==> src/design/bsq_pkg.sv <==
// package: register map, reset values, types and tables of the start-up sequencer
`default_nettype none
package bsq_pkg;
	// ------------------------------------------------------------
	// register map
	// ------------------------------------------------------------
	localparam logic [7:0] REG_CTRL   = 8'h00;
	localparam logic [7:0] REG_PULSE  = 8'h04;
	localparam logic [7:0] REG_BRAKE  = 8'h08;
	localparam logic [7:0] REG_COAST  = 8'h0C;
	localparam logic [7:0] REG_ALIGN  = 8'h10;
	localparam logic [7:0] REG_SETTLE = 8'h14;
	localparam logic [7:0] REG_SPEED  = 8'h18;
	localparam logic [7:0] REG_STATUS = 8'h1C;
	localparam logic [7:0] REG_MEAS   = 8'h20;
	localparam logic [7:0] REG_CURR0  = 8'h24;
	localparam logic [7:0] REG_CURR5  = 8'h38;
	// ------------------------------------------------------------
	// field positions
	// ------------------------------------------------------------
	localparam int CTRL_START  = 0;
	localparam int CTRL_FWD    = 1;
	localparam int CTRL_ALIGN  = 2;
	localparam int CTRL_ABORT  = 3;
	localparam int CTRL_ASTATE = 4;
	localparam int SPEED_GAIN  = 16;
	// ------------------------------------------------------------
	// reset values
	// ------------------------------------------------------------
	localparam logic        RST_FWD    = 1'h1;
	localparam logic        RST_USEAL  = 1'h0;
	localparam logic [2:0]  RST_ASTATE = 3'h0;
	localparam logic [15:0] RST_PULSE  = 16'h00C8;
	localparam logic [15:0] RST_BRAKE  = 16'h0064;
	localparam logic [15:0] RST_COAST  = 16'h01F4;
	localparam logic [15:0] RST_ALIGN  = 16'hFFFF;
	localparam logic [15:0] RST_SETTLE = 16'h1000;
	localparam logic [15:0] RST_THR    = 16'h0010;
	localparam logic [7:0]  RST_GAIN   = 8'h10;
	// ------------------------------------------------------------
	// timing
	// ------------------------------------------------------------
	localparam int CLK_MHZ       = 100;
	localparam int SPEED_WIN_US  = 10000;
	localparam int SPEED_WIN_CYC = SPEED_WIN_US * CLK_MHZ;
	// ------------------------------------------------------------
	// types
	// ------------------------------------------------------------
	typedef logic [2:0] bsq_drive_t;
	typedef enum logic [3:0] {
		ST_IDLE   = 4'h0,
		ST_CHECK  = 4'h1,
		ST_WAIT   = 4'h2,
		ST_PULSE  = 4'h3,
		ST_BRAKE  = 4'h4,
		ST_COAST  = 4'h5,
		ST_DECIDE = 4'h6,
		ST_ALIGN  = 4'h7,
		ST_SETTLE = 4'h8
	} bsq_state_e;
	typedef struct packed {
		logic [2:0] hi;
		logic [2:0] lo;
	} bsq_gate_s;
	typedef struct packed {
		bsq_drive_t state;
		logic       closed;
		logic [7:0] duty;
	} bsq_handoff_s;
	// ------------------------------------------------------------
	// tables; phase A is bit 0, drive states AB AC BC BA CA CB
	// ------------------------------------------------------------
	localparam logic [2:0] HI_PHASE [6] = '{3'h1, 3'h1, 3'h2, 3'h2, 3'h4, 3'h4};
	localparam logic [2:0] LO_PHASE [6] = '{3'h2, 3'h4, 3'h4, 3'h1, 3'h1, 3'h2};
	// opposite states back to back, so successive kicks cancel
	localparam bsq_drive_t PROBE_ORDER [6] = '{3'h0, 3'h3, 3'h1, 3'h4, 3'h2, 3'h5};
	localparam bsq_drive_t PATTERN_DRIVE [8] =
		'{3'h0, 3'h1, 3'h3, 3'h2, 3'h5, 3'h0, 3'h4, 3'h0};
endpackage
`default_nettype wire

==> src/design/bsq_bemf_speed.sv <==
// module: back-EMF comparator speed, direction and standstill detector
`default_nettype none
module bsq_bemf_speed #(
	parameter int WIN_CYCLES = bsq_pkg::SPEED_WIN_CYC
) (
	// clock and reset
	input  wire logic        sys_clk,
	input  wire logic        rst,
	// comparator pins, phase A in bit 0
	input  wire logic [2:0]  cmpPin,
	// measurement
	output logic      [15:0] edgeCount,
	output logic             dirFwd,
	output logic             stopped,
	output logic             winDone,
	output logic      [2:0]  pattern
);
	localparam int WW = $clog2(WIN_CYCLES + 1);
	localparam logic [WW-1:0] WIN_LAST = WW'(WIN_CYCLES - 1);

	logic [2:0]    meta;
	logic [2:0]    cmp;
	logic [2:0]    cmpLast;
	logic [WW-1:0] winCnt;
	logic [15:0]   runCount;
	logic          fwdSeen;
	logic          aRise;

	assign aRise = cmp[0] & ~cmpLast[0];

	always_ff @(posedge sys_clk or posedge rst) begin
		if (rst) begin
			meta    <= 3'h0;
			cmp     <= 3'h0;
			cmpLast <= 3'h0;
			pattern <= 3'h0;
		end else begin
			meta    <= cmpPin;
			cmp     <= meta;
			cmpLast <= cmp;
			pattern <= cmp;
		end
	end

	// one edge of phase A per electrical turn; B still low means forward
	always_ff @(posedge sys_clk or posedge rst) begin
		if (rst) begin
			winCnt    <= '0;
			runCount  <= 16'h0000;
			fwdSeen   <= 1'h0;
			edgeCount <= 16'h0000;
			dirFwd    <= 1'h0;
			stopped   <= 1'h0;
			winDone   <= 1'h0;
		end else begin
			winDone <= 1'h0;
			if (winCnt == WIN_LAST) begin
				winCnt    <= '0;
				runCount  <= 16'h0000;
				edgeCount <= runCount;
				stopped   <= (runCount == 16'h0000);
				dirFwd    <= fwdSeen;
				winDone   <= 1'h1;
			end else begin
				winCnt <= winCnt + WW'(1);
				if (aRise && runCount != 16'hFFFF)
					runCount <= runCount + 16'h0001;
				if (aRise)
					fwdSeen <= ~cmp[1];
			end
		end
	end
endmodule
`default_nettype wire

==> src/design/bsq_startup_seq.sv <==
// module: sensorless start-up sequencer with speed check, position probe and alignment
`default_nettype none
module bsq_startup_seq #(
	parameter int WIN_CYCLES = bsq_pkg::SPEED_WIN_CYC,
	parameter int AW         = 12
) (
	// clock and reset
	input  wire logic                  sys_clk,
	input  wire logic                  rst,
	// register port
	input  wire logic [7:0]            regAddr,
	input  wire logic [31:0]           regWdata,
	input  wire logic                  regWr,
	input  wire logic                  regRd,
	output logic      [31:0]           regRdata,
	// back-EMF comparator pins
	input  wire logic [2:0]            bemfCmp,
	// gate driver
	output bsq_pkg::bsq_gate_s         gate,
	// current-sense converter
	output logic                       adcStart,
	output logic      [2:0]            adcPhase,
	input  wire logic                  adcDone,
	input  wire logic [AW-1:0]         adcData,
	// hand-over to open or closed loop
	output logic                       handoffValid,
	output bsq_pkg::bsq_handoff_s      handoff,
	output logic                       busy
);
	// ------------------------------------------------------------
	// declarations
	// ------------------------------------------------------------
	bsq_pkg::bsq_state_e state;
	bsq_pkg::bsq_drive_t cfgAlignState;
	bsq_pkg::bsq_drive_t best;
	bsq_pkg::bsq_drive_t lower;
	bsq_pkg::bsq_drive_t upper;
	bsq_pkg::bsq_drive_t pick;
	logic          cfgFwd;
	logic          cfgUseAlign;
	logic [15:0]   cfgPulse;
	logic [15:0]   cfgBrake;
	logic [15:0]   cfgCoast;
	logic [15:0]   cfgAlign;
	logic [15:0]   cfgSettle;
	logic [15:0]   cfgThr;
	logic [7:0]    cfgGain;
	logic          startReq;
	logic          abortReq;
	logic [15:0]   tmr;
	logic          expire;
	logic [2:0]    idx;
	logic          armed;
	logic          captured;
	logic [AW-1:0] curr [6];
	logic [15:0]   edgeCount;
	logic          bemfFwd;
	logic          bemfStopped;
	logic          winDone;
	logic [2:0]    pattern;
	logic          fast;
	logic [23:0]   product;
	logic [7:0]    duty;
	logic          half;
	logic [2:0]    currIdx;

	// ------------------------------------------------------------
	// helpers
	// ------------------------------------------------------------
	function automatic bsq_pkg::bsq_gate_s gateOf(input bsq_pkg::bsq_drive_t d);
		bsq_pkg::bsq_gate_s g;
		g.hi = bsq_pkg::HI_PHASE[d];
		g.lo = bsq_pkg::LO_PHASE[d];
		return g;
	endfunction

	// k states forward or backward, modulo six
	function automatic bsq_pkg::bsq_drive_t stepDrive(
		input bsq_pkg::bsq_drive_t d,
		input logic [1:0]          k,
		input logic                fwd
	);
		logic [3:0] s;
		s = fwd ? {1'h0, d} + {2'h0, k} : {1'h0, d} + 4'h6 - {2'h0, k};
		if (s >= 4'h6)
			s = s - 4'h6;
		return s[2:0];
	endfunction

	// ------------------------------------------------------------
	// back-EMF speed measurement
	// ------------------------------------------------------------
	bsq_bemf_speed #(
		.WIN_CYCLES (WIN_CYCLES)
	) u_speed (
		.sys_clk   (sys_clk),
		.rst       (rst),
		.cmpPin    (bemfCmp),
		.edgeCount (edgeCount),
		.dirFwd    (bemfFwd),
		.stopped   (bemfStopped),
		.winDone   (winDone),
		.pattern   (pattern)
	);

	assign fast    = edgeCount > cfgThr;
	// duty grows with speed; saturates rather than wrapping
	assign product = edgeCount * cfgGain;
	assign duty    = (product[23:16] != 8'h00) ? 8'hFF : product[15:8];

	// ------------------------------------------------------------
	// register writes
	// ------------------------------------------------------------
	assign startReq = regWr && regAddr == bsq_pkg::REG_CTRL && regWdata[bsq_pkg::CTRL_START];
	assign abortReq = regWr && regAddr == bsq_pkg::REG_CTRL && regWdata[bsq_pkg::CTRL_ABORT];

	always_ff @(posedge sys_clk or posedge rst) begin
		if (rst) begin
			cfgFwd        <= bsq_pkg::RST_FWD;
			cfgUseAlign   <= bsq_pkg::RST_USEAL;
			cfgAlignState <= bsq_pkg::RST_ASTATE;
			cfgPulse      <= bsq_pkg::RST_PULSE;
			cfgBrake      <= bsq_pkg::RST_BRAKE;
			cfgCoast      <= bsq_pkg::RST_COAST;
			cfgAlign      <= bsq_pkg::RST_ALIGN;
			cfgSettle     <= bsq_pkg::RST_SETTLE;
			cfgThr        <= bsq_pkg::RST_THR;
			cfgGain       <= bsq_pkg::RST_GAIN;
		end else if (regWr) begin
			case (regAddr)
				bsq_pkg::REG_CTRL: begin
					cfgFwd        <= regWdata[bsq_pkg::CTRL_FWD];
					cfgUseAlign   <= regWdata[bsq_pkg::CTRL_ALIGN];
					cfgAlignState <= regWdata[bsq_pkg::CTRL_ASTATE +: 3];
				end
				bsq_pkg::REG_PULSE:  cfgPulse  <= regWdata[15:0];
				bsq_pkg::REG_BRAKE:  cfgBrake  <= regWdata[15:0];
				bsq_pkg::REG_COAST:  cfgCoast  <= regWdata[15:0];
				bsq_pkg::REG_ALIGN:  cfgAlign  <= regWdata[15:0];
				bsq_pkg::REG_SETTLE: cfgSettle <= regWdata[15:0];
				bsq_pkg::REG_SPEED: begin
					cfgThr  <= regWdata[15:0];
					cfgGain <= regWdata[bsq_pkg::SPEED_GAIN +: 8];
				end
				default: ;
			endcase
		end
	end

	// ------------------------------------------------------------
	// register reads, data in the cycle after the strobe only
	// ------------------------------------------------------------
	assign currIdx = 3'((regAddr - bsq_pkg::REG_CURR0) >> 2);

	always_ff @(posedge sys_clk or posedge rst) begin
		if (rst) begin
			regRdata <= 32'h0000_0000;
		end else if (!regRd) begin
			regRdata <= 32'h0000_0000;
		end else if (regAddr >= bsq_pkg::REG_CURR0 && regAddr <= bsq_pkg::REG_CURR5
				&& regAddr[1:0] == 2'h0) begin
			regRdata <= 32'(curr[currIdx]);
		end else begin
			case (regAddr)
				bsq_pkg::REG_CTRL: regRdata <= 32'({cfgAlignState, 1'h0, cfgUseAlign,
					cfgFwd, 1'h0});
				bsq_pkg::REG_PULSE:  regRdata <= {16'h0000, cfgPulse};
				bsq_pkg::REG_BRAKE:  regRdata <= {16'h0000, cfgBrake};
				bsq_pkg::REG_COAST:  regRdata <= {16'h0000, cfgCoast};
				bsq_pkg::REG_ALIGN:  regRdata <= {16'h0000, cfgAlign};
				bsq_pkg::REG_SETTLE: regRdata <= {16'h0000, cfgSettle};
				bsq_pkg::REG_SPEED:  regRdata <= {8'h00, cfgGain, cfgThr};
				bsq_pkg::REG_STATUS: regRdata <= {8'h00, handoff.duty, 7'h00,
					handoff.closed, handoff.state, busy, state};
				bsq_pkg::REG_MEAS:   regRdata <= {14'h0000, bemfStopped, bemfFwd, edgeCount};
				default:             regRdata <= 32'h0000_0000;
			endcase
		end
	end

	// ------------------------------------------------------------
	// current capture, one slot per drive state
	// ------------------------------------------------------------
	always_ff @(posedge sys_clk or posedge rst) begin
		if (rst) begin
			for (int i = 0; i < 6; i++)
				curr[i] <= '0;
		end else if (state == bsq_pkg::ST_BRAKE && adcDone && !captured) begin
			curr[bsq_pkg::PROBE_ORDER[idx]] <= adcData;
		end
	end

	// ------------------------------------------------------------
	// position decision
	// ------------------------------------------------------------
	// highest current after a fixed pulse means the shortest rise time
	always_comb begin
		best = 3'h0;
		for (int i = 1; i < 6; i++)
			if (curr[i] > curr[best])
				best = 3'(i);
	end

	assign lower = stepDrive(best, 2'h1, 1'h0);
	assign upper = stepDrive(best, 2'h1, 1'h1);
	assign half  = curr[upper] > curr[lower];
	// rotor half nearer upper: 90 ahead lands on the second state forward, the first in reverse
	assign pick  = cfgFwd ? stepDrive(best, {1'h0, 1'h1} + {1'h0, half}, 1'h1)
		: stepDrive(best, 2'h2 - {1'h0, half}, 1'h0);

	// ------------------------------------------------------------
	// sequencer
	// ------------------------------------------------------------
	assign expire = tmr <= 16'h0001;
	assign busy   = state != bsq_pkg::ST_IDLE;

	always_ff @(posedge sys_clk or posedge rst) begin
		if (rst) begin
			state        <= bsq_pkg::ST_IDLE;
			tmr          <= 16'h0000;
			idx          <= 3'h0;
			armed        <= 1'h0;
			captured     <= 1'h0;
			adcStart     <= 1'h0;
			adcPhase     <= 3'h0;
			gate         <= '0;
			handoffValid <= 1'h0;
			handoff      <= '0;
		end else begin
			adcStart     <= 1'h0;
			handoffValid <= 1'h0;
			if (tmr != 16'h0000)
				tmr <= tmr - 16'h0001;
			if (abortReq) begin
				state <= bsq_pkg::ST_IDLE;
				gate  <= '0;
			end else begin
				unique case (state)
					bsq_pkg::ST_IDLE: begin
						if (startReq) begin
							state <= bsq_pkg::ST_CHECK;
							armed <= 1'h0;
						end
					end
					// first window is partial, so its count is not trusted
					bsq_pkg::ST_CHECK: begin
						if (winDone) begin
							armed <= 1'h1;
							if (armed && fast && bemfFwd == cfgFwd) begin
								handoff.state  <= bsq_pkg::PATTERN_DRIVE[pattern];
								handoff.closed <= 1'h1;
								handoff.duty   <= duty;
								handoffValid   <= 1'h1;
								state          <= bsq_pkg::ST_IDLE;
							end else if (armed) begin
								state <= bsq_pkg::ST_WAIT;
							end
						end
					end
					bsq_pkg::ST_WAIT: begin
						if (winDone && bemfStopped) begin
							idx <= 3'h0;
							if (cfgUseAlign) begin
								state <= bsq_pkg::ST_ALIGN;
								tmr   <= cfgAlign;
								gate  <= gateOf(cfgAlignState);
							end else begin
								state <= bsq_pkg::ST_PULSE;
								tmr   <= cfgPulse;
								gate  <= gateOf(bsq_pkg::PROBE_ORDER[0]);
							end
						end
					end
					bsq_pkg::ST_PULSE: begin
						if (expire) begin
							gate.hi  <= 3'h0;
							adcStart <= 1'h1;
							adcPhase <= gate.lo;
							captured <= 1'h0;
							tmr      <= cfgBrake;
							state    <= bsq_pkg::ST_BRAKE;
						end
					end
					// coast waits for the sample as well as the brake time
					bsq_pkg::ST_BRAKE: begin
						if (adcDone)
							captured <= 1'h1;
						if (expire && (captured || adcDone)) begin
							gate.lo <= 3'h0;
							tmr     <= cfgCoast;
							state   <= bsq_pkg::ST_COAST;
						end
					end
					bsq_pkg::ST_COAST: begin
						if (expire) begin
							if (idx == 3'h5) begin
								state <= bsq_pkg::ST_DECIDE;
							end else begin
								idx   <= idx + 3'h1;
								tmr   <= cfgPulse;
								gate  <= gateOf(bsq_pkg::PROBE_ORDER[idx + 3'h1]);
								state <= bsq_pkg::ST_PULSE;
							end
						end
					end
					bsq_pkg::ST_DECIDE: begin
						handoff.state  <= pick;
						handoff.closed <= 1'h0;
						handoff.duty   <= 8'h00;
						handoffValid   <= 1'h1;
						state          <= bsq_pkg::ST_IDLE;
					end
					bsq_pkg::ST_ALIGN: begin
						if (expire) begin
							gate  <= '0;
							tmr   <= cfgSettle;
							state <= bsq_pkg::ST_SETTLE;
						end
					end
					bsq_pkg::ST_SETTLE: begin
						if (expire) begin
							handoff.state  <= stepDrive(cfgAlignState, 2'h1, cfgFwd);
							handoff.closed <= 1'h0;
							handoff.duty   <= 8'h00;
							handoffValid   <= 1'h1;
							state          <= bsq_pkg::ST_IDLE;
						end
					end
					default: begin
						state <= bsq_pkg::ST_IDLE;
						gate  <= '0;
					end
				endcase
			end
		end
	end
endmodule
`default_nettype wire

==> config.mk <==
export PLATFORM = sky130hd
export DESIGN_NAME = bsq_startup_seq
export DESIGN_NICKNAME = d
export VERILOG_FILES = /design/src/design/bsq_pkg.sv /design/src/design/bsq_bemf_speed.sv /design/src/design/bsq_startup_seq.sv
export SDC_FILE = /design/constraint.sdc
export NUM_CORES = 1
export LEC_CHECK = 0
export BUFFER_PORTS_ARGS = -buffer_cell sky130_fd_sc_hd__buf_4
export CAP_MARGIN = 20
export CORE_ASPECT_RATIO = 2
export CORE_MARGIN = 4
export CORE_UTILIZATION = 63
export DETAILED_ROUTE_END_ITERATION = 8
export PLACE_DENSITY_LB_ADDON = 0.25
export SYNTH_ARGS = -nofsm -noshare
export SYNTH_HDL_FRONTEND = slang
export SYNTH_SLANG_ARGS = --single-unit
==> constraint.sdc <==
create_clock -name sys_clk -period 19.6 [get_ports sys_clk]
set_clock_uncertainty 0.15 [all_clocks]
set_input_delay 0.98 -clock sys_clk [delete_from_list [all_inputs] [get_ports sys_clk]]
set_output_delay 0.98 -clock sys_clk [all_outputs]
set_load 0.05 [all_outputs]
==> metrics.md, run 1 <==
| Metric | Value |
|---|---|
| Synth area leader | `dfrtp_1` |
| Crit path depth | `slightly below 70` |
| Reg-to-reg setup timing slack | `around 1900 ps` |
| WL final | `~80,000 um` |
| RSZ-0062 raised after global routing | `no` |
| Critical path's slowest cell | `o21ai_2` |
| Critical path buffers and inverters | `7` |
| CTS Hold Bufs | `0` |
| First-pass GRT wire length | `between 100,000 and 150,000 um` |
| Vias in the first global route | `21.96k` |
| Via/cell ratio | `about 6.7` |
| Top-area cell type share of the netlist area | `0.2953` |
| Worst-Margin Slew | `1186 ps` |
| CTS tree | `built` |
| Worst-Skew Late Latency | `600 ps` |
| R2R depth | `68` |
| Most frequent cells in the layout | `dfrtp_1, mux2_2, nand2_1, nor2_1, inv_1` |
| CTS clk-pin slew, worst paths | `~70 ps` |
| Dominant synthesized flop cell | `dfrtp_1` |
| Most frequent CP cell | `ha_1` |
| Non-filler instance count after layout | `3,079` |
| Global route hottest layer | `met2` |
| Worst Setup Slack post-DPL | `between 2000 and 2500 ps` |
| Gr ovfl total | `0` |
| Critical path class | `reg2reg` |
| H-tree depth | `1` |
| Clock buffer depth | `3` |
| Setup violators final | `0` |
| Peak supply drop | `138.0 uV` |
| FF+latch count, synth | `approximately 320` |
| TNS Setup | `0 ps` |
| Final core occ | `0.6979` |
| Crit path max fanout | `between 40 and 50` |
| TritonRoute pass-1 iters | `8` |
| Met2 Usage GRT | `0.6928` |
| Routed vias | `around 21k` |
| Commonest non-fill, non-tap cell in the layout | `dfrtp_1` |
| DRC | `0` |
| Starting DRT DRC Count | `about 1.5k` |
| Worst hold path stage count | `0` |
| Site Rows | `a little over 100` |
| Status | `finished clean` |
| Post-CTS setup buffer count | `0` |
| Worst Setup End Kind | `flip-flop` |
| Antenna Nets Post-Route | `0` |
| Met1 usage | `0.3653` |
| Final Max Tran Viols | `0` |
| CTS buffer count | `30` |
| Pleak | `approximately 13 nW` |
| Max incr delay on CP | `830 ps` |
| Core area | `38,040 um^2` |
| Post-layout min period | `~18,000 ps` |
| Max-Slew Margin vs Limit | `0.2070` |
| Final setup margin | `roughly 1900 ps` |
| Final #Nets | `around 2.8k` |
| Crit start category | `flip-flop` |
| Die width | `146.7 um` |
| Maxcap violations | `0` |
| Dominant cells by area after synthesis | `dfrtp_1, mux2_2, ha_1, fa_1, mux2i_1` |
| Post-synth cell types | `85` |
| Port Buffer Count | `99` |
| Post-CTS sizing | `0` |
| Post-synth EDFFs | `0` |
| # clock sinks | `318` |
| Post-Syn Instances | `~2.5k` |
| GRT Overall Usage | `0.3896` |
| Die H | `around 290 um` |
| # placed instances | `~3k` |
| Area grow syn2layout | `9.536%` |
| Die area | `~42,000 um^2` |
| Worst EP required | `roughly 20,000 ps` |
| Grt met3 use | `0.06519` |
| Worst r2r dst | `handoff[10]$_DFFE_PP0P_` |
| Ys async rst share | `1.000` |
| Endpoints failing hold | `0` |
| Antenna violations before repair | `0` |
| Hold WC Path Type | `reg2reg` |
| Power per cell area | `101.1 nW/um^2` |
| Synth Warn # | `0` |
| Crit path DAT | `about 18,000 ps` |
| Hold_sp | `u_speed.meta[2]$_DFF_PP0_` |
| Post-Synthesis Cell Area | `24,230 um^2` |
| Part of the cycle the worst path needs | `0.9041` |
| Reg2reg start | `curr[55]$_DFFE_PP0P_` |
| Cell family with most CP delay | `compound AO/OA/AOI/OAI gates` |
| DR WL/cell | `26.66 um` |
| Initial core utilization | `0.6371` |
| Global placement routability congestion | `between 1 and 1.5` |
| CTS root buffer | `clkbuf_16` |
| Largest net degree at the start of global routing | `around 130` |
| WHS | `210.5 ps` |
| Sequential area share after synthesis | `0.3300` |
| Top Ports | `around 120` |
| Hold Crit Endpoint | `u_speed.cmp[2]$_DFF_PP0_` |
| Share of cells above drive strength 1 | `0.1966` |
| DP HPWL | `about 62,000 um` |
| Mean Syn Cell Area | `between 9 and 10 um^2` |
| FMAX | `0.05643 GHz` |
==> per-layer routing <==
| layer | wire (um) | up-vias |
|---|---|---|
| met5 | 0 | - |
| li1 | - | 8975 |
| met2 | 41680 | 1073 |
| met1 | 24830 | 10178 |
| met3 | 5392 | 513 |
| met4 | 10180 | 0 |
==> per-stage QoR <==
stage	power [mW]	area (um^2)
finish	2.682	26550
global route	2.837	26540
CTS	2.672	26520
detailed placement	2.035	25460
global placement	1.988	25450
floorplan	1.611	24260
==> registers in the layout, summed over array words and instances (netlist names), 4 cells and up <==
register and flops:
cfgSettle 16, state 4, regRdata 24, cfgBrake 16, cfgGain 8, u_speed.winCnt 20, curr 72, u_speed.edgeCount 16
cfgThr 16, cfgPulse 16, cfgAlign 16, gate 6, cfgCoast 16, tmr 16, u_speed.runCount 16, handoff 12
==> synth_stat cells (19+ instances only) <==
master	instances
a21oi_1	150
fa_1	84
nor3_1	25
a31oi_1	27
xnor2_1	32
a211oi_1	20
dfrtp_1	286
clkbuf_1	97
ha_1	160
nor2_1	169
a22oi_1	37
buf_1	19
o211ai_1	19
inv_1	170
mux2_2	221
o21ai_0	108
a221oi_1	22
nand3_1	46
and2_1	86
mux2i_1	108
a22o_1	27
dfstp_2	32
o22ai_1	19
a21o_1	37
xor2_1	35
nand4_1	33
nand2_1	188
==> cell families after synthesis <==
| logic type | count (synthesis) | share of synthesized area |
|---|---|---|
| buffers and inverters | 306 | 0.04956 |
| xor gates and xnor gates | 67 | 0.02421 |
| and+or+nand+nor | 658 | 0.1335 |
| DFF | 318 | 0.3300 |
| muxes | 341 | 0.1584 |
| other | 1 | 0.0001547 |
| adders and majority gates | 244 | 0.1520 |
| AOI/OAI and AO/OA | 558 | 0.1522 |
==> report_power, final <==
group	leakage (nW)	switching, mW	total, mW	internal, mW
clock network	0.510	0.276	0.639	0.364
registers	4.18	0.0669	0.774	0.707
logic	8.23	0.770	1.27	0.499
==> layout make-up <==
cell class,count,area (um^2)
clock buffers,39,824.5
diodes,1,2.502
flip-flops and latches,318,7998
inverters,170,645.6
multi-input cells,1876,15100
clock inverters,17,235.2
well taps,515,644.4
repair buffers,143,1100
fillers,3022,11490
==> how the worst max path moves through the flow <==
| stage | startpoint | end | slack (ps) |
|---|---|---|---|
| after floorplan | curr[71]$_DFFE_PP0P_ | handoff[10]$_DFFE_PP0P_ | 5490 |
| after global placement | curr[67]$_DFFE_PP0P_ | handoff[10]$_DFFE_PP0P_ | 2550 |
| after detailed placement | curr[55]$_DFFE_PP0P_ | handoff[10]$_DFFE_PP0P_ | 2300 |
| after CTS | curr[55]$_DFFE_PP0P_ | handoff[10]$_DFFE_PP0P_ | 2250 |
| after global routing | curr[67]$_DFFE_PP0P_ | handoff[10]$_DFFE_PP0P_ | 910 |
| final | curr[55]$_DFFE_PP0P_ | handoff[10]$_DFFE_PP0P_ | 1880 |
No activity file was read; power rests on OpenSTA's default activity.
==> inputs of run 2 (changes only) <==
--- a/config.mk
+++ b/config.mk
@@ -11,7 +11,8 @@
 export CORE_MARGIN = 4
 export CORE_UTILIZATION = 63
 export DETAILED_ROUTE_END_ITERATION = 8
-export PLACE_DENSITY_LB_ADDON = 0.25
+export GPL_ROUTABILITY_DRIVEN = 0
+export PLACE_DENSITY = 0.82
 export SYNTH_ARGS = -nofsm -noshare
 export SYNTH_HDL_FRONTEND = slang
 export SYNTH_SLANG_ARGS = --single-unit
==> metrics.md, run 2 (synthesis gave the netlist of run 1 again) <==
| Metric | Value |
|---|---|
| Status | `finished with violations` |
| Failing checks | `design-rule violations` |
| Antenna Nets Post-Route | `0 (unchanged)` |
| Largest register by flop count | `curr` |
| CTS buffer count | `30 (unchanged)` |
| Placed Area | `25,360 um^2 (-0.40%)` |
| Top Metal Used | `met4` |
| DP HPWL | `57,340 um (-6.8%)` |
| Hold WC Path Type | `reg2reg` |
| Post-layout min period | `18,140 ps (+423.1 ps)` |
| Critical path's slowest cell | `o21ai_2` |
| Final setup margin | `1457 ps (-423.1 ps)` |
| WL final | `79,100 um (-3.6%)` |
| Post-CTS setup buffer count | `0 (unchanged)` |
| FMAX | `0.05512 GHz (-2.3%)` |
| Max incr delay on CP | `920 ps (+90 ps)` |
| Via/cell ratio | `6.872 (+2.0%)` |
| Routed vias | `21.08k (+1.6%)` |
| DR WL met2 | `38,580 um (-7.4%)` |
| Crit path max fanout | `24 (-44%)` |
| Worst EP required | `19,980 ps (about the same)` |
| Metal3 WL | `7369 um (+37%)` |
| RSZ-0062 raised after global routing | `no` |
| Core area | `38,040 um^2 (unchanged)` |
| Reg2reg start | `curr[70]$_DFFE_PP0P_` |
| Peak supply drop | `157.4 uV (+14%)` |
| R2R depth | `65 (-4.4%)` |
| CTS root buffer | `clkbuf_16` |
| H-tree depth | `1 (unchanged)` |
| Share of cells above drive strength 1 | `0.1936 (-0.002995)` |
| Reg-to-reg setup timing slack | `1460 ps (-420 ps)` |
| Worst Setup End Kind | `flip-flop` |
| Clock buffer depth | `3 (unchanged)` |
| # placed instances | `3,009 (-0.36%)` |
| Setup violators final | `0 (unchanged)` |
| Pleak | `12.89 nW (-0.20%)` |
| Initial core utilization | `0.6371 (unchanged)` |
| TritonRoute pass-1 iters | `9 (+1)` |
| Post-CTS sizing | `0 (unchanged)` |
| DRC | `4 (+4)` |
| Final core occ | `0.6969 (-0.001020)` |
| Fillers | `2,810 (-7.0%)` |
| CTS clk-pin slew, worst paths | `70 ps (about the same)` |
| GRT Overall Usage | `0.3733 (-0.01626)` |
| Commonest non-fill, non-tap cell in the layout | `dfrtp_1` |
| M1 WL | `23,680 um (-4.6%)` |
| DR WL/cell | `25.79 um (-3.3%)` |
| Setup crit start | `curr[70]$_DFFE_PP0P_` |
| Most frequent cells in the layout | `dfrtp_1, mux2_2, nand2_1, nor2_1, inv_1` |
| Largest net degree at the start of global routing | `194 (+46%)` |
| TNS Setup | `0 ps (unchanged)` |
| Power per cell area | `99.33 nW/um^2 (-1.7%)` |
| Worst setup endpoint | `handoff[10]$_DFFE_PP0P_` |
| Max-Slew Margin vs Limit | `0.2086 (+0.001643)` |
| Starting DRT DRC Count | `2,006 (+37%)` |
| Final Total Pwr | `2.633 mW (-1.8%)` |
| Gr ovfl total | `0 (unchanged)` |
| Die width | `146.7 um (unchanged)` |
| Critical path class | `reg2reg` |
| CTS Hold Bufs | `0 (unchanged)` |
| Non-filler instance count after layout | `3,067 (-0.39%)` |
| Worst-Skew Late Latency | `600 ps (about the same)` |
| Worst Setup Slack post-DPL | `2095 ps (-208.1 ps)` |
| Port Buffer Count | `99 (unchanged)` |
| Area grow syn2layout | `9.376%` |
| # clock sinks | `318 (unchanged)` |
| First-pass GRT wire length | `121,200 um (-2.9%)` |
| Antenna violations before repair | `0 (unchanged)` |
| CTS tree | `built` |
| Most frequent CP cell | `ha_1` |
| Site Rows | `101 (unchanged)` |
| WHS | `198.1 ps (-12.38 ps)` |
| Top Ports | `116 (unchanged)` |
| Die area | `41,860 um^2 (unchanged)` |
| Maxcap violations | `0 (unchanged)` |
| Final #Nets | `2,831 (-0.42%)` |
| Worst r2r dst | `handoff[10]$_DFFE_PP0P_` |
| Worst-Margin Slew | `1181 ps (-5.315 ps)` |
| Final Cell Area | `26,510 um^2 (-0.15%)` |
| Crit path DAT | `18,520 ps (+410 ps)` |
| Final Max Tran Viols | `0 (unchanged)` |
| Part of the cycle the worst path needs | `0.9256 (+0.02159)` |
| Endpoints failing hold | `0 (unchanged)` |
| Vias in the first global route | `21.90k (-0.29%)` |
| Crit start category | `flip-flop` |
| Max FFs per register | `72 (unchanged)` |
| Die H | `285.4 um (unchanged)` |
| Largest regs | `curr x72, regRdata x24, u_speed.winCnt x20` |
run 2: changes by cell type in the layout (fill, tap and decap cells not counted), moves of 2 or more:
cell,before,now
clkinvlp_4,4,2
clkbuf_1,5,1
inv_6,0,2
buf_4,140,130
bufinv_16,5,7
run 2: layout make-up:
type	instances	area (um^2)	area share
flip-flops and latches	318	7998	0.3017
repair buffers	131	996.0	0.03757
clock inverters	20	301.5	0.01138
clock buffers	36	834.6	0.03148
multi-input cells	1876	15080	0.5691
well taps	515	644.4	0.02431
diodes	1	2.502	0.00009441
inverters	170	645.6	0.02436
run 2: how the worst min path moves through the flow:
stage / from / to / slack (ps) / cells past startpoint
after floorplan: u_speed.meta[0]$_DFF_PP0_ / u_speed.cmp[0]$_DFF_PP0_ / 180 / 0
after global placement: u_speed.meta[0]$_DFF_PP0_ / u_speed.cmp[0]$_DFF_PP0_ / 190 / 0
after detailed placement: u_speed.meta[0]$_DFF_PP0_ / u_speed.cmp[0]$_DFF_PP0_ / 190 / 0
after CTS: u_speed.meta[0]$_DFF_PP0_ / u_speed.cmp[0]$_DFF_PP0_ / 200 / 0
after global routing: u_speed.meta[0]$_DFF_PP0_ / u_speed.cmp[0]$_DFF_PP0_ / 210 / 0
final: u_speed.meta[0]$_DFF_PP0_ / u_speed.cmp[0]$_DFF_PP0_ / 200 / 0
run 2: layer usage:
layer  vias to the layer above  GRT usage
met1                     10108     0.3676
met3                       628    0.08634
met2                      1377     0.6422
li1                       8962          -
met5                         -          0
met4                         0     0.3368
run 2: where the power goes:
| group | leakage, nW | switching (mW) | internal [mW] |
|---|---|---|---|
| Clock | 0.558 | 0.278 | 0.398 |
| Combinational | 8.16 | 0.734 | 0.446 |
| Sequential | 4.18 | 0.0705 | 0.707 |
| Total | 12.9 | 1.08 | 1.55 |
run 2: worst max-delay path: cells and delay by family, from the launching register on:
family | cells | cell delay (ps)
compound gates | 38 | 10380
fa+ha+maj | 8 | 2580
simple gates | 8 | 1750
buf+inv | 6 | 1170
mux | 3 | 810
xor+xnor | 2 | 710
flops | 1 | 440
